## config.mk

```make
export PLATFORM = sky130hd
export DESIGN_NAME = szb_branch_unit
export DESIGN_NICKNAME = d
export VERILOG_FILES = /design/src/rtl/szb_pkg.sv /design/src/rtl/szb_dec_if.sv /design/src/rtl/szb_branch_unit.sv /design/src/rtl/szb_decode.sv
export VERILOG_INCLUDE_DIRS = /design/src /design/src/rtl
export SDC_FILE = /design/constraint.sdc
export NUM_CORES = 1
export LEC_CHECK = 0
export BUFFER_PORTS_ARGS = -buffer_cell sky130_fd_sc_hd__buf_2
export CAP_MARGIN = 20
export CELL_PAD_IN_SITES_DETAIL_PLACEMENT = 0
export CELL_PAD_IN_SITES_GLOBAL_PLACEMENT = 1
export CORE_ASPECT_RATIO = 2
export CORE_MARGIN = 2
export CORE_UTILIZATION = 36
export CTS_CLUSTER_DIAMETER = 200
export DETAILED_ROUTE_END_ITERATION = 8
export GPL_TIMING_DRIVEN = 1
export PLACE_DENSITY = 0.81
export SLEW_MARGIN = 25
export SYNTH_ARGS = -nofsm -noshare
export SYNTH_HDL_FRONTEND = slang
export SYNTH_HIERARCHICAL = 1
export SYNTH_SLANG_ARGS = --single-unit
```

## constraint.sdc

```tcl
create_clock -name ref_clk_i -period 7.8 [get_ports ref_clk_i]
set_input_delay 0.39 -clock ref_clk_i [delete_from_list [all_inputs] [get_ports ref_clk_i]]
set_output_delay 0.39 -clock ref_clk_i [all_outputs]
set_load 0.05 [all_outputs]
```

## src/rtl/szb_defs.svh

```systemverilog
`ifndef SZB_DEFS_SVH
`define SZB_DEFS_SVH
`define SZB_OPC_REG 6'h27
`define SZB_OPC_LIT 6'h2F
`define SZB_CND_GT 4'h4
`define SZB_CND_LE 4'h3
`define SZB_CND_LT 4'h2
`define SZB_PC_STEP 32'h0000_0004
`define SZB_LAT_SLOT 2'h2
`define SZB_LAT_NOSLOT 2'h3
`define SZB_LAT_FALL 2'h1
`endif

```

## src/rtl/szb_pkg.sv

```systemverilog
package szb_pkg;
    typedef enum logic [1:0] {SZB_CMP_GT, SZB_CMP_LE, SZB_CMP_LT, SZB_CMP_NONE}
        szb_cmp_t;
    typedef enum logic [1:0] {SZB_IDLE, SZB_WAIT} szb_phase_t;
endpackage

```

## src/rtl/szb_dec_if.sv

```systemverilog
`timescale 1ns/1ps
interface szb_dec_if;
    import szb_pkg::*;
    logic hit;
    logic lit_form;
    logic slot;
    szb_cmp_t cmp;
    modport dec (output hit, output lit_form, output slot, output cmp);
    modport use_side (input hit, input lit_form, input slot, input cmp);
endinterface

```

## src/rtl/szb_branch_unit.sv

```systemverilog
`timescale 1ns/1ps
`include "szb_defs.svh"
// How it works
// RULE_01 - Positive families branch when test value above zero.
// RULE_02 - Nonpositive families branch when value at most zero.
// RULE_03 - Negative families branch when value below zero.
// RULE_04 - Register form target is PC plus offset register.
// RULE_05 - Literal form target is PC plus extended literal.
// RULE_06 - Not taken: PC plus four, one cycle.
// RULE_07 - Slot set: next instruction completes before target.
// RULE_08 - Slot clear and taken: squash following instruction.
// RULE_09 - Slot variants equal base forms except slot bit.
// RULE_10 - Taken with slot takes two cycles.
// RULE_11 - Taken without slot takes three cycles.
// RULE_12 - Literal sign-extended from sixteen to thirty-two bits.
// RULE_13 - Prefix supplies upper half instead of extension.
// RULE_14 - Only PC changes; no register write.
// RULE_15 - Opcode bits 0-5, slot bit 6, condition 7-10.
// RULE_16 - Signed compare; PC is the branch's own address.
module szb_branch_unit
    import szb_pkg::*;
#(
    parameter int LIT_W = 16,
    parameter int WORD_W = 32
)
(
    input wire logic ref_clk_i,
    input wire logic rst_n_i,
    input wire logic issue_i,
    input wire logic [31:0] instr_i,
    input wire logic [31:0] pc_i,
    input wire logic [31:0] test_source_reg_i,
    input wire logic [31:0] offset_source_reg_i,
    input wire logic prefix_valid_i,
    input wire logic [15:0] prefix_upper_i,
    output logic accept_o,
    output logic busy_o,
    output logic done_o,
    output logic pc_load_o,
    output logic [31:0] next_pc_o,
    output logic taken_o,
    output logic squash_next_o,
    output logic slot_keep_o,
    output logic [1:0] latency_o,
    output logic reg_write_o
);
    // All state sits in one record so that reset clears it in one step.
    typedef struct packed {
        szb_phase_t phase;
        logic [1:0] left;
        logic done;
        logic pc_load;
        logic [31:0] next_pc;
        logic taken;
        logic squash;
        logic keep;
        logic [1:0] latency;
    } szb_state_t;

    szb_state_t st;
    szb_state_t next_st;
    szb_dec_if dif();
    logic go;
    logic cond;
    logic [31:0] offset;
    logic signed [31:0] tv;
    logic [31:0] lit_ext;

    // The prefix half and the literal must tile one word exactly;
    // any other split would leave target bits undriven.
    if (WORD_W != 32) begin : g_bad_word
        $error("szb_branch_unit: WORD_W must be 32");
    end
    if (LIT_W * 2 != WORD_W) begin : g_bad_lit
        $error("szb_branch_unit: LIT_W must be half of WORD_W");
    end

    // RULE_12 literal sign extension
    for (genvar gi = 0; gi < WORD_W; gi++) begin : g_ext
        if (gi < LIT_W) begin : g_low
            assign lit_ext[gi] = instr_i[gi];
        end else begin : g_high
            assign lit_ext[gi] = instr_i[LIT_W-1];
        end
    end

    // RULE_16 sign bit based zero test
    // Testing the sign bit and a reduction avoids a signed compare against
    // an unsized zero, which some tools silently make unsigned.
    function automatic logic szb_cond_met(input szb_cmp_t c,
        input logic [WORD_W-1:0] v);
        logic neg;
        logic zero;
        logic hit;
        neg = v[WORD_W-1];
        zero = ~|v;
        hit = 1'b0;
        case (c)
            // RULE_01 strictly above zero
            SZB_CMP_GT: hit = !neg && !zero;
            // RULE_02 zero or below
            SZB_CMP_LE: hit = neg || zero;
            // RULE_03 strictly below zero
            SZB_CMP_LT: hit = neg;
            default: hit = 1'b0;
        endcase
        return hit;
    endfunction

    // RULE_04 RULE_06 next program counter
    function automatic logic [WORD_W-1:0] szb_target(
        input logic [WORD_W-1:0] pc,
        input logic [WORD_W-1:0] off,
        input logic take);
        logic [WORD_W-1:0] sum;
        if (take) begin
            sum = pc + off;
        end else begin
            sum = pc + `SZB_PC_STEP;
        end
        return sum;
    endfunction

    // RULE_10 RULE_11 taken latency
    function automatic logic [1:0] szb_taken_lat(input logic slot);
        logic [1:0] lat;
        lat = slot ? `SZB_LAT_SLOT : `SZB_LAT_NOSLOT;
        return lat;
    endfunction

    szb_decode u_dec (
        .instr_i(instr_i),
        .dec(dif.dec)
    );

    // An issue is refused while a taken branch waits; the fetch stage
    // must hold it, since nothing here queues a second branch.
    assign go = issue_i && dif.hit && (st.phase == SZB_IDLE);
    assign accept_o = go;
    assign busy_o = (st.phase != SZB_IDLE);
    assign done_o = st.done;
    assign pc_load_o = st.pc_load;
    assign next_pc_o = st.next_pc;
    assign taken_o = st.taken;
    assign squash_next_o = st.squash;
    assign slot_keep_o = st.keep;
    assign latency_o = st.latency;
    // RULE_14 no register write
    assign reg_write_o = 1'b0;

    always_comb begin
        // RULE_16 signed test value
        tv = $signed(test_source_reg_i);
        cond = szb_cond_met(dif.cmp, tv);
        if (dif.lit_form) begin
            // RULE_13 prefix upper half
            if (prefix_valid_i) begin
                offset = {prefix_upper_i, instr_i[LIT_W-1:0]};
            end else begin
                // RULE_12 sign extension
                offset = lit_ext;
            end
        end else begin
            offset = offset_source_reg_i;
        end
    end

    always_comb begin
        next_st = st;
        next_st.done = 1'b0;
        next_st.pc_load = 1'b0;
        case (st.phase)
            SZB_IDLE: begin
                if (go) begin
                    next_st.taken = cond;
                    next_st.keep = dif.slot;
                    if (!cond) begin
                        // A falling-through branch never enters the wait.
                        // RULE_06 fall through in one cycle
                        next_st.next_pc = szb_target(pc_i, offset, 1'b0);
                        next_st.pc_load = 1'b1;
                        next_st.done = 1'b1;
                        next_st.squash = 1'b0;
                        next_st.latency = `SZB_LAT_FALL;
                    end else begin
                        // RULE_04 RULE_05 relative target from own PC
                        next_st.next_pc = szb_target(pc_i, offset, 1'b1);
                        // RULE_07 RULE_08 slot handling
                        next_st.squash = !dif.slot;
                        // RULE_10 RULE_11 taken latency
                        next_st.latency = szb_taken_lat(dif.slot);
                        next_st.left = next_st.latency - `SZB_LAT_FALL;
                        next_st.phase = SZB_WAIT;
                    end
                end
            end
            SZB_WAIT: begin
                // Count down the cycles left before the target loads.
                next_st.left = st.left - `SZB_LAT_FALL;
                if (st.left == `SZB_LAT_FALL) begin
                    next_st.pc_load = 1'b1;
                    next_st.done = 1'b1;
                    next_st.phase = SZB_IDLE;
                end
            end
            default: next_st.phase = SZB_IDLE;
        endcase
    end

    always_ff @(posedge ref_clk_i) begin
        // Reset clears every flag, so no stale load follows reset.
        if (!rst_n_i) begin
            st <= '0;
        end else begin
            st <= next_st;
        end
    end
endmodule

```

## src/rtl/szb_decode.sv

```systemverilog
`timescale 1ns/1ps
`include "szb_defs.svh"
module szb_decode
    import szb_pkg::*;
(
    input wire logic [31:0] instr_i,
    szb_dec_if.dec dec
);
    // Bit 0 is the most significant instruction bit.
    function automatic logic [31:0] szb_flip(input logic [31:0] w);
        logic [31:0] r;
        r = '0;
        for (int i = 0; i < 32; i++) begin
            r[i] = w[31 - i];
        end
        return r;
    endfunction

    logic [31:0] f;
    logic [5:0] opc;
    logic [3:0] cnd;

    always_comb begin
        f = szb_flip(instr_i);
        opc = {f[0], f[1], f[2], f[3], f[4], f[5]};
        cnd = {f[7], f[8], f[9], f[10]};
        // RULE_15 opcode field decode
        dec.lit_form = (opc == `SZB_OPC_LIT);
        // RULE_09 slot bit only
        dec.slot = f[6];
        case (cnd)
            `SZB_CND_GT: dec.cmp = SZB_CMP_GT;
            `SZB_CND_LE: dec.cmp = SZB_CMP_LE;
            `SZB_CND_LT: dec.cmp = SZB_CMP_LT;
            default: dec.cmp = SZB_CMP_NONE;
        endcase
        dec.hit = ((opc == `SZB_OPC_REG) || (opc == `SZB_OPC_LIT))
            && (dec.cmp != SZB_CMP_NONE);
    end
endmodule

```

==> out/qor.yml <==
layout_common_cells: "buf_2, a21oi_1, nand2_1"
critPathMaxFanout: 48
rows: 60
clock_path_buffers: 2
die_area_um2: 14440
reg2reg_slack_ns: 5.14
viasPerCell: 5.509
synthArstFlopShare_pct: 0
die_x_um: 85.98
ir_worst_vdd_mv: 0.07496
setup_viol: 0
finalHoldViolations: 0
fin_nets: 960
cp_cell_sequence: "buf_2 > nand2b_1 > nor3_2 > buf_4 > mux2_2 > ha_1 > fa_1 > a211oi_2 > o21bai_2 > o221ai_2 > o211ai_2 > a211o_1 > a21oi_2 > nor3b_2 > o221a_1"
worst_pin_slew_ns: 0.6436
wl_per_cell_um: 15.59
clock_skew_ns: 0.002564
yosys_warnings: 6
syn_area_um2: 4838
regToRegEndpoint: "next_pc_o[13]"
ys_types: 67
place_area_um2: 5524
syn_nets: 837
synth_top_flop_cell: "dfxtp_1"
layout-area-overhead-vs-synth_pct: 17.30
leakagePower_nw: 2.572
rsz0062_at_grt: "no"
cp.required_ns: 7.97
drtIter0Drc: 218
die_y_um: 168.0
portBuffers: 183
grt_remaining_overflow: 0
grt_max_degree: 49
cp-end-kind: "register"
hold_depth: 2
min_from: "instr_i[25]"
synth.avg_cell_area_um2: 7.387
grt_first_pass_wirelength_um: 22190
post_cts_resize_count: 0
cts.sinks: 40
cts_buffers: 5
clk_pin_slew_ns: 0.06
critical_path.slowest_cell: "buf_4"
synth_edf_count: 0
seq_area_frac_synth_pct: 16.55
setup_tns_ns: 0
cts_tree: "built"
synth_top_cells_by_area: "dfxtp_1, ha_1, a21oi_1, buf_4, nand2_1"
core_um2: 13290
drcViolationCount: 0
start_util_pct: 36.41
finalMaxSlewViolations: 0
hold_buffers: 0
clk_latency_ns: 0.28
maxCapViolCount: 0
status: "complete, no violations"
ctsHtreeMaxLevel: 2
yosys.area.top_type_share_pct: 16.55
diodes: 0
finalWirelength_um: 14570
reg2reg_depth: 7
power_density_nw_per_um2: 117.7
synth_top_cell_by_area: "dfxtp_1"
drtPass1Iterations: 4
clk_root_buffer_cell: "clkbuf_16"
period_minus_slack_ns: 3.854
gp_congestion: 0.8390
final_common_cell: "buf_2"
grt_use_total_pct: 18.88
crit_arrival_ns: 4.03
hpwl_um: 11640
post_cts_buffers: 0
max_freq_mhz: 259.5
grt_pass1_vias: 4741
vias: 5145
min_path_type: "in2reg"
ios: 190
slowest_delay_ns: 0.48
path_class: "in2reg"
antenna_left: 0
design_area_um2: 5675
holdPathEnd: "latency_o[0]"
drive_gt1_share_pct: 30.42
reg2reg_from: "st[41]"
maxSlewHeadroom_pct: 57.09
netlist_instances: 655
period_share_pct: 49.41
start_kind: "input port"
antenna_found_initial: 0
synth_seq_cells: 40
## sequential cells by signal, indices dropped and copies added, names as in the netlist
register / count
st: 3
squash_next_o: 1
done_o: 1
taken_o: 1
latency_o: 1
slot_keep_o: 1
next_pc_o: 32
## power breakdown
group          total (mW)  switching [mW]  internal [mW]
Combinational       0.257           0.147          0.109
Sequential          0.205        0.000263          0.205
Clock               0.207          0.0806          0.126
## cell families after synthesis
kind of cell / count (synthesis) / share of synthesized area [%]
fa+ha+maj: 34 / 8.948
mux: 18 / 4.163
flops: 40 / 16.55
buf+inv: 80 / 10.27
xor+xnor: 54 / 9.775
compound gates: 214 / 28.73
simple gates: 214 / 21.49
other cells: 1 / 0.07751
## routing by layer
layer  routed length [um]  up-vias  part of all wire (%)  GRT usage, %
met4                  252        0                   1.7         4.831
li1                     -     2610                     -             -
met1                 6369     2315                    44         23.77
met5                    0        -                     0             0
met2                 7009      205                    48         33.64
met3                  934       15                   6.4         1.961
## cells in the mapped netlist, types with 9 or more instances
master	n
ha_1	33
xnor2_1	27
nor2_1	51
a21oi_1	77
xor2_1	27
clkbuf_1	21
o211ai_1	10
inv_1	9
nor4_1	11
nor3_1	9
a31oi_1	9
nand4_1	11
buf_4	41
nand2_1	68
dfxtp_1	40
o21ai_0	41
nand3_1	25
mux2_2	17
## per-stage QoR
step | hold WS (ns) | util (%) | total power, mW | std cells | worst slack [ns]
finish | 0.3521 | 42.71 | 0.6682 | 934 | 3.946
global route | 0.3702 | 42.71 | 0.7068 | 934 | 3.729
CTS | 0.3412 | 42.69 | 0.6741 | 934 | 3.932
detailed placement | 0.4506 | 41.57 | 0.4640 | 926 | 3.641
global placement | 0.4456 | 41.57 | 0.4621 | 926 | 3.683
floorplan | 0.4323 | - | 0.3862 | 655 | 4.101
## area by class of cell
type	count	area [um2]
sequential	40	800.8
timing repair buffer	187	945.9
fill	1430	7612
multi-input combinational	535	3552
clock buffer	6	138.9
tap	155	193.9
clock inverter	2	10.01
inverter	9	33.78
## how the worst max path moves through the flow
stage / from / to / slack [ns] / depth (start not counted)
6_report: instr_i[30] / next_pc_o[28] / 3.95 / 15
5_1_grt: instr_i[30] / next_pc_o[28] / 3.73 / 15
4_1_cts: instr_i[30] / next_pc_o[28] / 3.93 / 15
3_5_place_dp: instr_i[30] / next_pc_o[28] / 3.64 / 15
3_3_place_gp: instr_i[30] / next_pc_o[28] / 3.68 / 15
2_1_floorplan: instr_i[30] / next_pc_o[31] / 4.10 / 15
## critical path: cells and delay by family
kind	cells	cell delay, ns
compound gates	7	1.65
fa+ha+maj	2	0.67
buf+inv	2	0.57
mux	1	0.40
simple gates	3	0.35
(Power assumes the default switching activity.)
